==> src/haptic_params.svh <==
// constants of the haptic actuator drive control block
//
// What this block does
// - drive-source select 0: level code comes from drive input duty cycle.
// - duty mode: new code each input period, 50% is 0, extremes -127/+127.
// - drive-source select 1: level code comes from host amplitude register.
// - eccentric load in register mode: amplitude sampled on slow oscillator.
// - resonant register mode: sampled per input period; host keeps input toggling.
// - load type 10 selects the eccentric-mass motor.
// - load type 01 selects the resonant actuator with alternating carrier.
// - load type 00 disables drive; 01 and 10 enable it, 11 keeps the outputs grounded.
// - eccentric: zero output after over 512 quiet periods or oscillator cycles.
// - resonant: zero envelope after over 512 quiet carrier periods.
// - output amplitude is code/127 times 1.135 V times gain setting.
// - over-current sets short flag, stops drive, grounds both outputs.
// - short condition gone: flag clears and drive resumes by itself.
// - thermal alarm stops drive; drive resumes directly when it clears.
`ifndef HAPTIC_PARAMS_SVH
`define HAPTIC_PARAMS_SVH

// apb byte offsets
`define OFF_CTRL      8'h00
`define OFF_AMP       8'h04
`define OFF_QUIET     8'h08
`define OFF_GAIN      8'h0c
`define OFF_STATUS    8'h10
`define OFF_IRQ_STAT  8'h14
`define OFF_IRQ_CLR   8'h18
`define OFF_IRQ_EN    8'h1c

// control register fields
`define CTRL_TYPE_LSB 0
`define CTRL_SRC_BIT  2
`define CTRL_RNG_BIT  3

// event bits
`define EV_SHORT      0
`define EV_THERMAL    1
`define EV_QUIET      2

// reset values
`define RST_CTRL      4'h0
`define RST_AMP       8'h00
`define RST_QUIET     7'h00
`define RST_GAIN      4'h1
`define RST_IRQ_EN    3'h0

// quiet band hold count and code scale
`define QUIET_HOLD    10'd512
`define CODE_FULL     8'd254
`define CODE_MID      8'd127
`define CODE_MAX      8'd254

`endif

==> src/haptic_pkg.sv <==
// types of the haptic actuator drive control block
package haptic_pkg;
  typedef logic [1:0] load_type_t;
  typedef logic signed [7:0] level_t;
  typedef logic signed [11:0] drive_t;
  typedef enum logic [1:0] {
    LOAD_OFF,
    LOAD_RESONANT,
    LOAD_ECCENTRIC,
    LOAD_RESERVED
  } load_kind_t;
  typedef enum logic {
    DIV_IDLE,
    DIV_RUN
  } div_state_t;
endpackage

==> src/duty_link_if.sv <==
// carrier between the duty decoder and the drive controller
`timescale 1ns/1ps
`default_nettype none
interface duty_link_if;
  logic                   periodTick;  // one cycle at each input rising edge
  logic                   inputLevel;  // drive input, passed through unregistered
  logic                   codeValid;   // one cycle when a decoded code is ready
  haptic_pkg::level_t     code;        // decoded signed level code
  modport decoder (output periodTick, output inputLevel, output codeValid, output code);
  modport control (input periodTick, input inputLevel, input codeValid, input code);
endinterface
`default_nettype wire

==> src/duty_decoder.sv <==
// duty cycle decoder: high/low time counting and ratio to signed code
`timescale 1ns/1ps
`default_nettype none
`include "haptic_params.svh"
module duty_decoder #(
  parameter int CW = 20
) (
  input  wire logic   clk,
  input  wire logic   rstN,
  input  wire logic   driveInput,
  duty_link_if.decoder link
);
  import haptic_pkg::*;
  localparam int NW = CW + 8;

  logic            prev_q;
  logic            armed_q;
  logic [CW-1:0]   hiCnt_q;
  logic [CW-1:0]   loCnt_q;
  logic [NW-1:0]   num_q;
  logic [CW:0]     den_q;
  logic [CW:0]     rem_q;
  logic [NW-1:0]   quo_q;
  logic [5:0]      step_q;
  div_state_t      state_q;
  logic [CW+1:0]   remShift;
  logic            rise;

  assign rise = driveInput & ~prev_q;
  assign remShift = {rem_q, num_q[NW-1]};
  assign link.periodTick = rise;
  assign link.inputLevel = driveInput;

  // count high and low time of the running period, saturating
  always_ff @(posedge clk or negedge rstN) begin
    if (!rstN) begin
      prev_q  <= 1'b0;
      armed_q <= 1'b0;
      hiCnt_q <= '0;
      loCnt_q <= '0;
    end else begin
      prev_q <= driveInput;
      if (rise) begin
        armed_q <= 1'b1;
        hiCnt_q <= CW'(1);
        loCnt_q <= '0;
      end else if (driveInput && hiCnt_q != '1) begin
        hiCnt_q <= hiCnt_q + CW'(1);
      end else if (!driveInput && loCnt_q != '1) begin
        loCnt_q <= loCnt_q + CW'(1);
      end
    end
  end

  // long division hi*254/(hi+lo), one bit per cycle; a period shorter than
  // the division time is skipped, which only happens far above audio rates
  always_ff @(posedge clk or negedge rstN) begin
    if (!rstN) begin
      state_q <= DIV_IDLE;
      num_q   <= '0;
      den_q   <= '0;
      rem_q   <= '0;
      quo_q   <= '0;
      step_q  <= '0;
    end else begin
      case (state_q)
        DIV_IDLE: begin
          if (rise && armed_q) begin
            num_q   <= NW'(hiCnt_q) * NW'(`CODE_FULL);
            den_q   <= {1'b0, hiCnt_q} + {1'b0, loCnt_q};
            rem_q   <= '0;
            quo_q   <= '0;
            step_q  <= 6'(NW);
            state_q <= DIV_RUN;
          end
        end
        DIV_RUN: begin
          num_q  <= {num_q[NW-2:0], 1'b0};
          step_q <= step_q - 6'd1;
          if (remShift >= {1'b0, den_q}) begin
            rem_q <= (CW+1)'(remShift - {1'b0, den_q});
            quo_q <= {quo_q[NW-2:0], 1'b1};
          end else begin
            rem_q <= (CW+1)'(remShift);
            quo_q <= {quo_q[NW-2:0], 1'b0};
          end
          if (step_q == 6'd1) begin
            state_q <= DIV_IDLE;
          end
        end
        default: state_q <= DIV_IDLE;
      endcase
    end
  end

  // clamp to 0..254 and shift so that 50% duty gives code 0
  logic [7:0] ratio;
  assign ratio = (quo_q > NW'(`CODE_MAX)) ? `CODE_MAX : quo_q[7:0];

  logic       valid_q;
  level_t     code_q;
  always_ff @(posedge clk or negedge rstN) begin
    if (!rstN) begin
      valid_q <= 1'b0;
      code_q  <= '0;
    end else begin
      valid_q <= (state_q == DIV_RUN) && (step_q == 6'd1);  // last quotient bit lands now
      if (valid_q) begin
        code_q <= level_t'(ratio - `CODE_MID);
      end
    end
  end
  logic pub_q;
  always_ff @(posedge clk or negedge rstN) begin
    if (!rstN) begin
      pub_q <= 1'b0;
    end else begin
      pub_q <= valid_q;
    end
  end
  assign link.codeValid = pub_q;
  assign link.code = code_q;
endmodule
`default_nettype wire

==> src/haptic_drive_ctrl.sv <==
// haptic actuator drive control: apb registers, level select, quiet band, protection
`timescale 1ns/1ps
`default_nettype none
`include "haptic_params.svh"
module haptic_drive_ctrl #(
  parameter int CW = 20
) (
  input  wire logic                clk,
  input  wire logic                arst_n,
  input  wire logic                psel,
  input  wire logic                penable,
  input  wire logic                pwrite,
  input  wire logic [7:0]          paddr,
  input  wire logic [31:0]         pwdata,
  input  wire logic [3:0]          pstrb,
  output logic                     pready,
  output logic [31:0]              prdata,
  output logic                     pslverr,
  input  wire logic                driveInput,
  input  wire logic                slowOscClock,
  input  wire logic                shortCurrentOver,
  input  wire logic                thermalAlarm,
  output haptic_pkg::drive_t       motorDriveLevel,
  output logic                     motorOutGrounded,
  output logic [3:0]               outputGainSetting,
  output logic                     amplitudeRangeBit,
  output logic                     irq
);
  import haptic_pkg::*;

  ////////////////////////////////////////////////////////////////////////////
  // reset release through two flops
  logic rstMeta_q;
  logic rstN;
  always_ff @(posedge clk or negedge arst_n) begin
    if (!arst_n) begin
      rstMeta_q <= 1'b0;
      rstN      <= 1'b0;
    end else begin
      rstMeta_q <= 1'b1;
      rstN      <= rstMeta_q;
    end
  end

  ////////////////////////////////////////////////////////////////////////////
  // duty decoder
  duty_link_if link ();
  duty_decoder #(
    .CW (CW)
  ) u_duty (
    .clk        (clk),
    .rstN       (rstN),
    .driveInput (driveInput),
    .link       (link.decoder)
  );

  ////////////////////////////////////////////////////////////////////////////
  // registers
  load_type_t   loadTypeEnable_q;
  logic         driveSourceSelect_q;
  logic         amplitudeRange_q;
  level_t       hostAmplitudeValue_q;
  logic [6:0]   quietBandSetting_q;
  logic [3:0]   gainSetting_q;
  logic [2:0]   irqStat_q;
  logic [2:0]   irqEn_q;
  logic         shortFlag_q;
  logic         thermal_q;
  logic         quiet_q;
  level_t       levelCode_q;

  logic         access;
  logic         wrEn;
  logic         mapped;
  logic [2:0]   events;
  logic [2:0]   clrBits;

  // access phase completes one cycle after penable rises
  assign access = psel & penable & ~pready;
  assign wrEn   = psel & penable & pready & pwrite;
  always_comb begin
    case (paddr)
      `OFF_CTRL, `OFF_AMP, `OFF_QUIET, `OFF_GAIN,
      `OFF_STATUS, `OFF_IRQ_STAT, `OFF_IRQ_CLR, `OFF_IRQ_EN: mapped = 1'b1;
      default: mapped = 1'b0;
    endcase
  end

  // apb answer: one wait state, error on an unmapped address
  always_ff @(posedge clk or negedge rstN) begin
    if (!rstN) begin
      pready  <= 1'b0;
      pslverr <= 1'b0;
      prdata  <= '0;
    end else begin
      pready  <= access;
      pslverr <= access & ~mapped;
      prdata  <= '0;
      if (access && !pwrite) begin
        case (paddr)
          `OFF_CTRL:     prdata <= {28'h0, amplitudeRange_q, driveSourceSelect_q,
                                    loadTypeEnable_q};
          `OFF_AMP:      prdata <= {24'h0, hostAmplitudeValue_q};
          `OFF_QUIET:    prdata <= {25'h0, quietBandSetting_q};
          `OFF_GAIN:     prdata <= {28'h0, gainSetting_q};
          `OFF_STATUS:   prdata <= {16'h0, levelCode_q, 5'h0, quiet_q, thermal_q,
                                    shortFlag_q};
          `OFF_IRQ_STAT: prdata <= {29'h0, irqStat_q};
          `OFF_IRQ_EN:   prdata <= {29'h0, irqEn_q};
          default:       prdata <= '0;  // clear register reads as zero
        endcase
      end
    end
  end

  // configuration writes honour byte strobes; only lane 0 holds data
  always_ff @(posedge clk or negedge rstN) begin
    if (!rstN) begin
      {amplitudeRange_q, driveSourceSelect_q, loadTypeEnable_q} <= `RST_CTRL;
      hostAmplitudeValue_q <= `RST_AMP;
      quietBandSetting_q   <= `RST_QUIET;
      gainSetting_q        <= `RST_GAIN;
      irqEn_q              <= `RST_IRQ_EN;
    end else if (wrEn && pstrb[0]) begin
      case (paddr)
        `OFF_CTRL: begin
          loadTypeEnable_q    <= pwdata[`CTRL_TYPE_LSB +: 2];
          driveSourceSelect_q <= pwdata[`CTRL_SRC_BIT];
          amplitudeRange_q    <= pwdata[`CTRL_RNG_BIT];
        end
        `OFF_AMP:    hostAmplitudeValue_q <= level_t'(pwdata[7:0]);
        `OFF_QUIET:  quietBandSetting_q   <= pwdata[6:0];
        `OFF_GAIN:   gainSetting_q        <= pwdata[3:0];
        `OFF_IRQ_EN: irqEn_q              <= pwdata[2:0];
        default: ;
      endcase
    end
  end

  ////////////////////////////////////////////////////////////////////////////
  // load type decode
  logic enabled;
  logic eccentric;
  logic resonant;
  assign enabled   = (loadTypeEnable_q != 2'b00);
  assign eccentric = (loadTypeEnable_q == LOAD_ECCENTRIC);
  assign resonant  = (loadTypeEnable_q == LOAD_RESONANT);

  ////////////////////////////////////////////////////////////////////////////
  // slow oscillator edge: inputs are synchronous, so one flop finds the edge
  logic slowPrev_q;
  logic slowTick;
  always_ff @(posedge clk or negedge rstN) begin
    if (!rstN) begin
      slowPrev_q <= 1'b0;
    end else begin
      slowPrev_q <= slowOscClock;
    end
  end
  assign slowTick = slowOscClock & ~slowPrev_q;

  ////////////////////////////////////////////////////////////////////////////
  // signed level code selection
  // in register mode the eccentric load also expects the drive input grounded
  // and the range bit set by software; neither is enforced here
  always_ff @(posedge clk or negedge rstN) begin
    if (!rstN) begin
      levelCode_q <= '0;
    end else if (!driveSourceSelect_q) begin
      if (link.codeValid) begin
        levelCode_q <= link.code;
      end
    end else if (eccentric) begin
      if (slowTick) begin
        levelCode_q <= hostAmplitudeValue_q;
      end
    end else if (link.periodTick) begin
      levelCode_q <= hostAmplitudeValue_q;
    end
  end

  ////////////////////////////////////////////////////////////////////////////
  // quiet band: count qualifying ticks while code stays inside the band
  logic       inBand;
  logic       quietTick;
  logic [9:0] quietCnt_q;
  logic [7:0] magnitude;
  assign magnitude = levelCode_q[7] ? 8'(-levelCode_q) : 8'(levelCode_q);
  assign inBand    = (magnitude <= {1'b0, quietBandSetting_q});
  // eccentric register mode counts oscillator cycles, other cases input periods
  assign quietTick = (eccentric && driveSourceSelect_q) ? slowTick : link.periodTick;

  always_ff @(posedge clk or negedge rstN) begin
    if (!rstN) begin
      quietCnt_q <= '0;
      quiet_q    <= 1'b0;
    end else if (!inBand || !enabled) begin
      quietCnt_q <= '0;
      quiet_q    <= 1'b0;
    end else if (quietTick) begin
      if (quietCnt_q == `QUIET_HOLD) begin
        quiet_q <= 1'b1;
      end else begin
        quietCnt_q <= quietCnt_q + 10'd1;
      end
    end
  end

  ////////////////////////////////////////////////////////////////////////////
  // protection: flags follow their conditions, so drive resumes by itself
  always_ff @(posedge clk or negedge rstN) begin
    if (!rstN) begin
      shortFlag_q <= 1'b0;
      thermal_q   <= 1'b0;
    end else begin
      shortFlag_q <= shortCurrentOver;
      thermal_q   <= thermalAlarm;
    end
  end

  ////////////////////////////////////////////////////////////////////////////
  // output drive: code times gain, in steps of 1.135/127 volt
  logic   stopped;
  drive_t envelope;
  assign stopped  = !enabled || shortFlag_q || thermal_q;
  assign envelope = drive_t'(levelCode_q) * drive_t'({1'b0, gainSetting_q});

  // the resonant carrier follows the drive input: positive half while it is high
  always_ff @(posedge clk or negedge rstN) begin
    if (!rstN) begin
      motorDriveLevel  <= '0;
      motorOutGrounded <= 1'b1;
    end else if (stopped || quiet_q) begin
      motorDriveLevel  <= '0;
      motorOutGrounded <= 1'b1;
    end else if (resonant) begin
      motorDriveLevel  <= link.inputLevel ? envelope : drive_t'(-envelope);
      motorOutGrounded <= 1'b0;
    end else if (eccentric) begin
      motorDriveLevel  <= envelope;
      motorOutGrounded <= 1'b0;
    end else begin
      motorDriveLevel  <= '0;  // reserved load type drives nothing
      motorOutGrounded <= 1'b1;
    end
  end

  // analog-facing settings mirrored from their registers
  always_ff @(posedge clk or negedge rstN) begin
    if (!rstN) begin
      outputGainSetting <= `RST_GAIN;
      amplitudeRangeBit <= 1'b0;
    end else begin
      outputGainSetting <= gainSetting_q;
      amplitudeRangeBit <= amplitudeRange_q;
    end
  end

  ////////////////////////////////////////////////////////////////////////////
  // interrupts: rising edges of short, thermal and quiet set sticky bits
  logic shortPrev_q;
  logic thermalPrev_q;
  logic quietPrev_q;
  always_ff @(posedge clk or negedge rstN) begin
    if (!rstN) begin
      shortPrev_q   <= 1'b0;
      thermalPrev_q <= 1'b0;
      quietPrev_q   <= 1'b0;
    end else begin
      shortPrev_q   <= shortFlag_q;
      thermalPrev_q <= thermal_q;
      quietPrev_q   <= quiet_q;
    end
  end
  assign events[`EV_SHORT]   = shortFlag_q & ~shortPrev_q;
  assign events[`EV_THERMAL] = thermal_q & ~thermalPrev_q;
  assign events[`EV_QUIET]   = quiet_q & ~quietPrev_q;
  assign clrBits = (wrEn && pstrb[0] && paddr == `OFF_IRQ_CLR) ? pwdata[2:0] : 3'h0;

  // a new event in the clear cycle survives: set beats clear
  always_ff @(posedge clk or negedge rstN) begin
    if (!rstN) begin
      irqStat_q <= '0;
      irq       <= 1'b0;
    end else begin
      irqStat_q <= (irqStat_q & ~clrBits) | events;
      irq       <= |(((irqStat_q & ~clrBits) | events) & irqEn_q);
    end
  end
endmodule
`default_nettype wire

==> config.mk <==
export PLATFORM = sky130hd
export DESIGN_NAME = haptic_drive_ctrl
export DESIGN_NICKNAME = d
export VERILOG_FILES = /design/src/haptic_pkg.sv /design/src/duty_link_if.sv /design/src/duty_decoder.sv /design/src/haptic_drive_ctrl.sv
export VERILOG_INCLUDE_DIRS = /design/src
export SDC_FILE = /design/constraint.sdc
export NUM_CORES = 1
export LEC_CHECK = 0
export BUFFER_PORTS_ARGS = -buffer_cell sky130_fd_sc_hd__buf_2
export CAP_MARGIN = 20
export CELL_PAD_IN_SITES_DETAIL_PLACEMENT = 1
export CELL_PAD_IN_SITES_GLOBAL_PLACEMENT = 2
export CORE_MARGIN = 4
export CORE_UTILIZATION = 33
export DETAILED_ROUTE_END_ITERATION = 8
export GPL_ROUTABILITY_DRIVEN = 0
export PLACE_DENSITY = 0.83
export SETUP_SLACK_MARGIN = 0.3
export SLEW_MARGIN = 20
export SYNTH_ARGS = -nofsm -noshare
export SYNTH_HDL_FRONTEND = slang
export SYNTH_SLANG_ARGS = --single-unit
==> constraint.sdc <==
create_clock -name clk -period 7.3 [get_ports clk]
set_clock_uncertainty 0.1 [all_clocks]
set_input_delay 0 -clock clk [delete_from_list [all_inputs] [get_ports clk]]
set_output_delay 0 -clock clk [all_outputs]
set_load 0.01 [all_outputs]
==> impl_metrics.yaml, run 1 <==
sta:
  timing.fmax_mhz: 181
  finalCritPeriodShare_pct: 75.6
  fin_hold_ws_ns: 0.162
  rsz0062_at_grt: "no"
  maxSlewViolCount: 0
  tns_ns: 0
  final_hold_viol_count: 0
  finalSetupViolCount: 0
  period_needed_ns: 5.52
  slew_headroom_pct: 26.1
  worstMarginPinSlew_ns: 1.11
outcome:
  status: "complete, no violations"
worst_setup_path:
  arrival_ns: 5.81
  path_delay_family: "adder cells"
  cp_cell_sequence: "inv_1 -> fa_1 -> inv_1 -> fa_1 -> inv_1 -> fa_1 -> fa_1 -> inv_1 -> ha_1 -> o21a_1 -> o31a_1 -> o31ai_1 -> a21oi_1 -> nand2b_1 -> a31oi_1 -> o21ai_0 -> mux2i_1 -> o311ai_0"
  cp-start-kind: "flip-flop"
  cp.buffers_inverters: 4
  cp.required_ns: 7.59
  critPathMaxStageDelay_ns: 0.63
  cp-end-kind: "flip-flop"
  crit_slowest_cell: "fa_1"
  critPathKind: "flip-flop to flip-flop"
  crit_fanout: 7
synth:
  synth-seq-cells: 249
  avgSynthCellArea_um2: 9.15
  synth_edf_count: 0
  syn-cell-area_um2: 17900
  synth_seq_area_share_pct: 34.8
  synth_cell_type_count: 78
  async_reset_ff_share_pct: 100
  yosys_warnings: 0
  synth_ff_type: "dfrtp_1"
  synthCells: 1957
die:
  die_x_um: 241
  ioPinCount: 106
  die_height_um: 241
  die_area_um2: 58000
  num_rows: 85
  start_util_pct: 33.3
  core_um2: 53800
final_layout:
  drive_above_1_share_pct: 9.35
  final_common_cell: "dfrtp_1"
  final_nets: 2325
  multi_input_area_um2: 10600
  num-fill-cells: 6292
  area_growth_pct: 14.7
  fin_cells: 2764
  post-route-util_pct: 38.1
  ff_latch_area_um2: 6240
  layout_common_cells: "244 x dfrtp_1, 213 x inv_1, 211 x nand2_1"
drt:
  viasPerCell: 5.12
  dr.pass1.iters: 5
  detail-route-antenna-nets: 0
  wl_per_cell_um: 16.9
  first_iter_violations: 611
  drc: 0
  num_vias: 14200
  routed_wl_um: 46800
cts:
  clock_path_buffers: 3
  h-tree-depth: 2
  cts_setup_buffers: 0
  cts_buffers: 35
  cts-resized-gates: 0
  root_buffer: "clkbuf_16"
  cts.sinks: 249
  cts.clk_slew.worst_paths_ns: 0.06
  cts_tree: "yes"
  clkLatencyLatePin_ns: 0.55
  cts_hold_buffers: 40
placed_design:
  dp_hpwl_um: 33200
  port-buffer-count: 62
  dp_cells: 2661
job:
  cap_violations: 0
global_routing:
  grtUsageTotal_pct: 16.3
  antenna_found_initial: 2
  grt_pass1_wl_um: 78700
  gr-total-overflow: 0
  grt_pass1_vias: 15300
  grt_max_degree: 150
power:
  power_per_cell_area_nw_per_um2: 317
  power.leakage_nw: 9.71
  ir_worst_vdd_uv: 157
hold_path:
  min_path_type: "input pin to flip-flop"
synth_stat cells, drive strengths merged, types with 10 or more instances:
| master | n | area share, % |
|---|---|---|
| o31ai | 14 | 0.62 |
| dfrtp | 246 | 34 |
| mux2i | 21 | 1.2 |
| or3 | 13 | 0.45 |
| mux2 | 34 | 2.1 |
| xnor2 | 61 | 3.0 |
| a21oi | 117 | 3.4 |
| o21ai | 145 | 4.1 |
| fa | 89 | 10 |
| buf | 33 | 1.1 |
| and2 | 45 | 1.6 |
| a211oi | 10 | 0.45 |
| nor3 | 25 | 0.70 |
| o211ai | 16 | 0.67 |
| a31oi | 15 | 0.52 |
| xor2 | 34 | 1.7 |
| nand2 | 213 | 4.5 |
| inv | 213 | 4.5 |
| nand3 | 58 | 1.6 |
| and3 | 34 | 1.2 |
| nor2b | 16 | 0.56 |
| a21o | 18 | 0.75 |
| clkbuf | 45 | 0.94 |
| ha | 141 | 9.9 |
| nor4 | 13 | 0.49 |
| nor2 | 142 | 3.0 |
| o21a | 20 | 0.84 |
| nand2b | 17 | 0.59 |
| nand4 | 14 | 0.49 |
final cells by class:
class	count	area share [%]
clock buffers	45	4.74
repair buffers	111	3.85
inverters	214	3.91
clock inverters	15	1.30
multi-input cells	1431	51.5
diodes	3	0.0366
well taps	696	4.24
flip-flops and latches	249	30.4
worst min-delay path, stage by stage:
cell           delay [ns]
dlygate4sd3_1        0.52
buf_2                0.12
mux2_2               0.15
final timing paths:
path | end | cells after the start | startpoint | slack (ns)
min in group asynchronous | rstN | 3 | arst_n | 0.23
max in group asynchronous | u_duty.state_q | 1 | rstN | 5.61
setup reg to reg | u_duty.num_q[25] | 18 | u_duty.hiCnt_q[3] | 1.78
setup / recovery | u_duty.num_q[25] | 18 | u_duty.hiCnt_q[3] | 1.78
hold / removal | hostAmplitudeValue_q[7] | 3 | pwdata[7] | 0.16
hold reg to reg | quietCnt_q[5] | 0 | rstN | 0.23
per-stage QoR:
stage | power [W] | cell area, um^2 | setup WS (ns)
2_1_floorplan | 0.00401 | 18000 | 2.53
3_3_place_gp | 0.00454 | 18900 | 1.82
3_5_place_dp | 0.00467 | 18900 | 1.70
4_1_cts | 0.00659 | 20500 | 1.70
5_1_grt | 0.00707 | 20500 | 1.44
6_report | 0.00650 | 20500 | 1.78
cells by family after synthesis:
kind of cell    after synthesis  synth area share (%)
buf+inv                     292                  6.53
other cells                   2                0.0420
xor+xnor                     95                  4.65
compound gates              417                  14.5
simple gates                616                  16.2
fa+ha+maj                   230                  19.8
mux                          56                  3.44
flops                       249                  34.8
state kept, by name, summed over array words and instances, names as in the netlist, 6 cells and up:
register and cells:
u_duty.quo_q 28, u_duty.loCnt_q 20, u_duty.step_q 6, quietCnt_q 10, motorDriveLevel 12, prdata 16, hostAmplitudeValue_q 8, quietBandSetting_q 7
levelCode_q 8, u_duty.hiCnt_q 20, u_duty.rem_q 21, u_duty.num_q 27, u_duty.den_q 21, u_duty.link.code 8
routing by layer:
layer | share of wire [%] | vias to the layer above | track usage, %
li1 | - | 6788 | -
met1 | 45 | 7110 | 21.5
met2 | 49 | 181 | 28.1
met3 | 3.1 | 74 | 2.38
met4 | 2.5 | 0 | 4.76
met5 | 0 | - | 0
report_power, final:
group / internal (W) / switching [W] / total (W)
logic: 0.00112 / 0.00154 / 0.00265
clock network: 0.00116 / 0.000675 / 0.00184
registers: 0.00169 / 0.000322 / 0.00201
Power figures use the tool's default switching activity.
==> run 2: changes to the inputs <==
--- a/config.mk
+++ b/config.mk
@@ -14,7 +14,7 @@
 export CORE_UTILIZATION = 33
 export DETAILED_ROUTE_END_ITERATION = 8
 export GPL_ROUTABILITY_DRIVEN = 0
-export PLACE_DENSITY = 0.83
+export PLACE_DENSITY = 0.8
 export SETUP_SLACK_MARGIN = 0.3
 export SLEW_MARGIN = 20
 export SYNTH_ARGS = -nofsm -noshare
==> constraint.sdc (replaced) <==
create_clock -name clk -period 5.6 [get_ports clk]
set_clock_uncertainty 0.1 [all_clocks]
set_input_delay 0 -clock clk [delete_from_list [all_inputs] [get_ports clk]]
set_output_delay 0 -clock clk [all_outputs]
set_load 0.01 [all_outputs]
==> run 2 against run 1 <==
Compared with the run above: die area stayed put; largest power group unchanged; largest cell class unchanged; combinational power increased by 35%; sequential share of layout area about the same.
==> impl_metrics.yaml, run 2 (synthesis results as in run 1) <==
outcome:
  status: "complete, no violations"
worst_setup_path:
  critPathKind: "flip-flop to flip-flop"
  crit_fanout: 5
  cp-start-kind: "flip-flop"
  cp-end-kind: "flip-flop"
  arrival_ns: 5.37
  cp.required_ns: 5.96
drt:
  routed_wl_um: 46700
  dr.pass1.iters: 5
  detail-route-antenna-nets: 0
  num_vias: 14000
  first_iter_violations: 601
  viasPerCell: 5.05
  wl_per_cell_um: 16.8
  drc: 0
global_routing:
  gr-total-overflow: 0
  antenna_found_initial: 2
  grt_max_degree: 95
  grt_pass1_wl_um: 77800
  grtUsageTotal_pct: 16.1
  grt_pass1_vias: 15000
cts:
  cts.sinks: 249
  clkLatencyLatePin_ns: 0.58
  cts.clk_slew.worst_paths_ns: 0.06
  cts_tree: "yes"
  clock_path_buffers: 3
  h-tree-depth: 1
  cts_buffers: 31
  root_buffer: "clkbuf_16"
power:
  power.leakage_nw: 9.69
  power_per_cell_area_nw_per_um2: 401
  total_power_w: 0.00826
  ir_worst_vdd_uv: 292
final_layout:
  area_growth_pct: 14.9
  largest-register: "u_duty.quo_q"
  final_nets: 2338
  fin_area_um2: 20600
  layout_common_cells: "233 x dfrtp_1, 213 x inv_1, 212 x nand2_1"
  largest_reg_flops: 28
  num-fill-cells: 6250
  reg_top3: "u_duty.quo_q (28), u_duty.num_q (27)"
  post-route-util_pct: 38.2
  final_common_cell: "dfrtp_1"
  drive_above_1_share_pct: 11.4
die:
  die_x_um: 241
  start_util_pct: 33.3
  core_um2: 53800
  ioPinCount: 106
  die_area_um2: 58000
  num_rows: 85
  die_height_um: 241
job:
  cap_violations: 0
sta:
  period_needed_ns: 5.01
  finalSetupViolCount: 0
  finalCritPeriodShare_pct: 89.4
  maxSlewViolCount: 0
  final_hold_viol_count: 0
  fin_hold_ws_ns: 0.105
  worstMarginPinSlew_ns: 1.11
  timing.fmax_mhz: 200
  tns_ns: 0
  slew_headroom_pct: 25.6
  rsz0062_at_grt: "yes"
hold_path:
  min_path_type: "input pin to flip-flop"
placed_design:
  placed_area_um2: 19000
  dp_hpwl_um: 34400
  port-buffer-count: 62
-- run 2: cell types whose count changed in the layout (fill, tap and decap cells not counted), moves of 8 or more --
| cell | delta |
|---|---|
| buf_4 | +19 |
| dfrtp_2 | +11 |
| fa_2 | +8 |
| dfrtp_1 | -11 |
| fa_1 | -8 |
-- run 2: worst max-delay path, cell delays in order, from the launching register on --
cell      delay [ns]
dfrtp_2         0.43
buf_4           0.17
fa_2            0.61
fa_1            0.43
inv_1           0.11
fa_1            0.45
fa_1            0.52
inv_1           0.05
ha_2            0.36
and3_4          0.20
and4_1          0.19
nand3_1         0.15
a31oi_2         0.25
o21ai_1         0.12
o21ai_2         0.21
a311oi_1        0.13
xor2_1          0.16
a221oi_1        0.27
-- run 2: final cells by class --
cell class / count / area [um^2] / share of cell area [%]
Antenna cell: 3 / 7.51 / 0.0365
Clock buffer: 37 / 828 / 4.03
Clock inverter: 19 / 248 / 1.20
Inverter: 214 / 803 / 3.90
Multi-Input combinational cell: 1431 / 10600 / 51.6
Sequential cell: 249 / 6260 / 30.4
Tap cell: 696 / 871 / 4.23
Timing Repair Buffer: 128 / 941 / 4.57
-- run 2: what timing repair did --
action                     in CTS  in global routing
gates cloned                    0                  0
setup buffers                   0                  9
setup endpoints to repair       2                 10
pin swaps                       1                  2
hold endpoints to repair       63                  0
resized for setup               3                 28
hold buffers                   36                  0
-- run 2: path summary, 6_finish.rpt --
path	start	to	slack (ns)	depth (start not counted)
worst max-delay path	u_duty.hiCnt_q[4]	u_duty.num_q[26]	0.59	17
worst min register to register	rstN	u_duty.rem_q[2]	0.15	0
max in group asynchronous	rstN	u_duty.state_q	4.12	2
worst min-delay path	penable	quietBandSetting_q[2]	0.10	5
worst max register to register	u_duty.hiCnt_q[4]	u_duty.num_q[26]	0.59	17
min in group asynchronous	rstN	u_duty.rem_q[2]	0.15	0
-- run 2: power by group --
part | switching, W | internal, W | leakage, nW
clock network | 0.000836 | 0.00129 | 0.533
logic | 0.00210 | 0.00148 | 5.96
registers | 0.000350 | 0.00221 | 3.20
-- run 2: metal layers --
| metal | vias up | wire length [um] | track usage [%] |
|---|---|---|---|
| li1 | 6793 | - | - |
| met1 | 7016 | 22000 | 22.2 |
| met2 | 155 | 22500 | 27.5 |
| met3 | 62 | 1310 | 2.10 |
| met4 | 0 | 852 | 3.10 |
| met5 | - | 0 | 0 |
-- run 2: per-stage QoR --
stage,std cells,setup WS [ns]
final,2777,0.591
after detailed placement,2672,0.272
after floorplan,1972,0.826
after CTS,2764,0.262
after global placement,2672,0.338
after global routing,2776,0.291
==> run 3: changes to the inputs <==
--- a/config.mk
+++ b/config.mk
@@ -6,15 +6,15 @@
 export SDC_FILE = /design/constraint.sdc
 export NUM_CORES = 1
 export LEC_CHECK = 0
-export BUFFER_PORTS_ARGS = -buffer_cell sky130_fd_sc_hd__buf_2
 export CAP_MARGIN = 20
 export CELL_PAD_IN_SITES_DETAIL_PLACEMENT = 1
 export CELL_PAD_IN_SITES_GLOBAL_PLACEMENT = 2
 export CORE_MARGIN = 4
-export CORE_UTILIZATION = 33
+export CORE_UTILIZATION = 41
 export DETAILED_ROUTE_END_ITERATION = 8
+export DONT_BUFFER_PORTS = 1
 export GPL_ROUTABILITY_DRIVEN = 0
-export PLACE_DENSITY = 0.8
+export PLACE_DENSITY = 0.91
 export SETUP_SLACK_MARGIN = 0.3
 export SLEW_MARGIN = 20
 export SYNTH_ARGS = -nofsm -noshare
==> run 3 against run 2 <==
Compared with the run above: clock power shrank 2%; sequential share of layout area grew 0.91 points; global-route usage grew 4.3 points; final area shrank 2.9%; critical path depth shrank 1; critical endpoint unchanged; highest routed layer unchanged.
==> impl_metrics.yaml, run 3 (synthesis results as in run 1) <==
cts:
  clkLatencyLatePin_ns: 0.60
  clock_path_buffers: 3
  h-tree-depth: 1
  cts_tree: "yes"
  cts_buffers: 29
  cts.sinks: 249
  root_buffer: "clkbuf_16"
  cts.clk_slew.worst_paths_ns: 0.06
worst_setup_path:
  crit_slowest_cell: "fa_1"
  crit_fanout: 7
  crit_top_cell: "fa_1"
  cp_cell_sequence: "fa_1 -> inv_1 -> fa_1 -> fa_1 -> fa_1 -> inv_1 -> ha_1 -> and3_1 -> and4_1 -> nand3_1 -> a31oi_2 -> o21ai_1 -> o21ai_2 -> a311oi_2 -> xor2_1 -> a221oi_1"
  cp.buffers_inverters: 2
  ff2ff_setup_slack_ns: 0.47
  r2r_start: "u_duty.hiCnt_q[6]"
  cp.required_ns: 5.96
  arrival_ns: 5.49
  timing.rr.end: "u_duty.num_q[26]"
  reg2reg_depth: 16
  path_delay_family: "adder cells"
  cp-start-kind: "flip-flop"
  cp-end-kind: "flip-flop"
  critPathKind: "flip-flop to flip-flop"
  critPathMaxStageDelay_ns: 0.65
drt:
  first_iter_violations: 734
  drc: 0
  wl_per_cell_um: 18.4
  viasPerCell: 5.45
  dr.pass1.iters: 5
  routed_wl_um: 47700
  num_vias: 14100
  detail-route-antenna-nets: 0
global_routing:
  grt_max_degree: 176
  antenna_found_initial: 0
  grt_pass1_wl_um: 79900
  grt_pass1_vias: 15200
  gr-total-overflow: 0
  grtUsageTotal_pct: 20.4
placed_design:
  port-buffer-count: 0
  dp_hpwl_um: 33800
power:
  switchingPower_w: 0.00331
  clockPowerShare_pct: 25.2
  power.leakage_nw: 9.36
  switching_share_pct: 40.2
  p_comb_share_pct: 43.0
  power_per_cell_area_nw_per_um2: 412
  power_frac_seq_pct: 31.8
  ir_worst_vdd_uv: 360
  p_int_w: 0.00492
sta:
  finalSetupViolCount: 0
  rsz0062_at_grt: "yes"
  maxSlewViolCount: 0
  period_needed_ns: 5.13
  timing.fmax_mhz: 195
  final_hold_viol_count: 0
  worstMarginPinSlew_ns: 1.18
  fin_hold_ws_ns: 0.0755
  tns_ns: 0
  slew_headroom_pct: 21.2
  finalCritPeriodShare_pct: 91.6
final_layout:
  final_common_cell: "dfrtp_1"
  final_nets: 2266
  diodes: 0
  area_growth_pct: 11.6
  reg_top3: "u_duty.quo_q (28), u_duty.num_q (27)"
  largest_reg_flops: 28
  layout_common_cells: "233 x dfrtp_1, 213 x inv_1, 211 x nand2_1"
  largest-register: "u_duty.quo_q"
  drive_above_1_share_pct: 7.43
die:
  ioPinCount: 106
  start_util_pct: 41.6
  die_height_um: 217
  die_area_um2: 47100
  core_um2: 43100
  die_x_um: 217
  num_rows: 76
outcome:
  status: "complete, no violations"
hold_path:
  min_path_type: "input pin to asynchronous set/reset pin"
job:
  cap_violations: 0
## run 3: stage by stage
stage | instance area [um^2] | util, % | worst slack [ns] | total power (W) | std cells
2_1_floorplan | 18000 | - | 0.826 | 0.00523 | 1972
3_3_place_gp | 18500 | 42.9 | 0.394 | 0.00592 | 2495
3_5_place_dp | 18500 | 42.9 | 0.290 | 0.00611 | 2495
4_1_cts | 19900 | 46.3 | 0.290 | 0.00825 | 2590
5_1_grt | 20000 | 46.4 | 0.266 | 0.00889 | 2590
6_report | 20000 | 46.4 | 0.469 | 0.00823 | 2590
## run 3: how the worst max path moves through the flow
stage / from / to / slack (ns) / cells after the start
2_1_floorplan: u_duty.hiCnt_q[9] / u_duty.num_q[26] / 0.83 / 16
3_3_place_gp: u_duty.hiCnt_q[9] / u_duty.num_q[26] / 0.39 / 16
3_5_place_dp: u_duty.hiCnt_q[11] / u_duty.num_q[26] / 0.29 / 16
4_1_cts: u_duty.hiCnt_q[6] / u_duty.num_q[26] / 0.29 / 16
5_1_grt: u_duty.hiCnt_q[6] / u_duty.num_q[25] / 0.27 / 16
6_report: u_duty.hiCnt_q[6] / u_duty.num_q[26] / 0.47 / 16
## run 3: per-layer routing
metal	GRT usage (%)	share of wire (%)
met4	5.28	2.8
met5	0	0
met3	2.49	3.0
met1	26.1	43
met2	36.7	51
## run 3: what timing repair did
action | CTS | global route
pin swaps | 1 | 0
setup buffers | 1 | 0
hold buffers | 41 | 0
endpoints found under the hold margin | 97 | 0
gates resized for setup | 2 | 18
setup endpoints to repair | 2 | 7
## run 3: area by class of cell
type                            count  area (um^2)
Clock buffer                       37          806
Clock inverter                     16          225
Fill cell                        4947        23100
Inverter                          214          803
Multi-Input combinational cell   1431        10600
Sequential cell                   249         6260
Tap cell                          585          732
Timing Repair Buffer               58          551
## run 3: power by group through the flow
stage / Sequential (W) / Clock, W / Combinational [W]
3_3_place_gp: 0.00262 / 0 / 0.00331
5_1_grt: 0.00268 / 0.00219 / 0.00402
4_1_cts: 0.00261 / 0.00210 / 0.00354
3_5_place_dp: 0.00264 / 0 / 0.00348
6_report: 0.00262 / 0.00207 / 0.00354
2_1_floorplan: 0.00247 / 0 / 0.00276
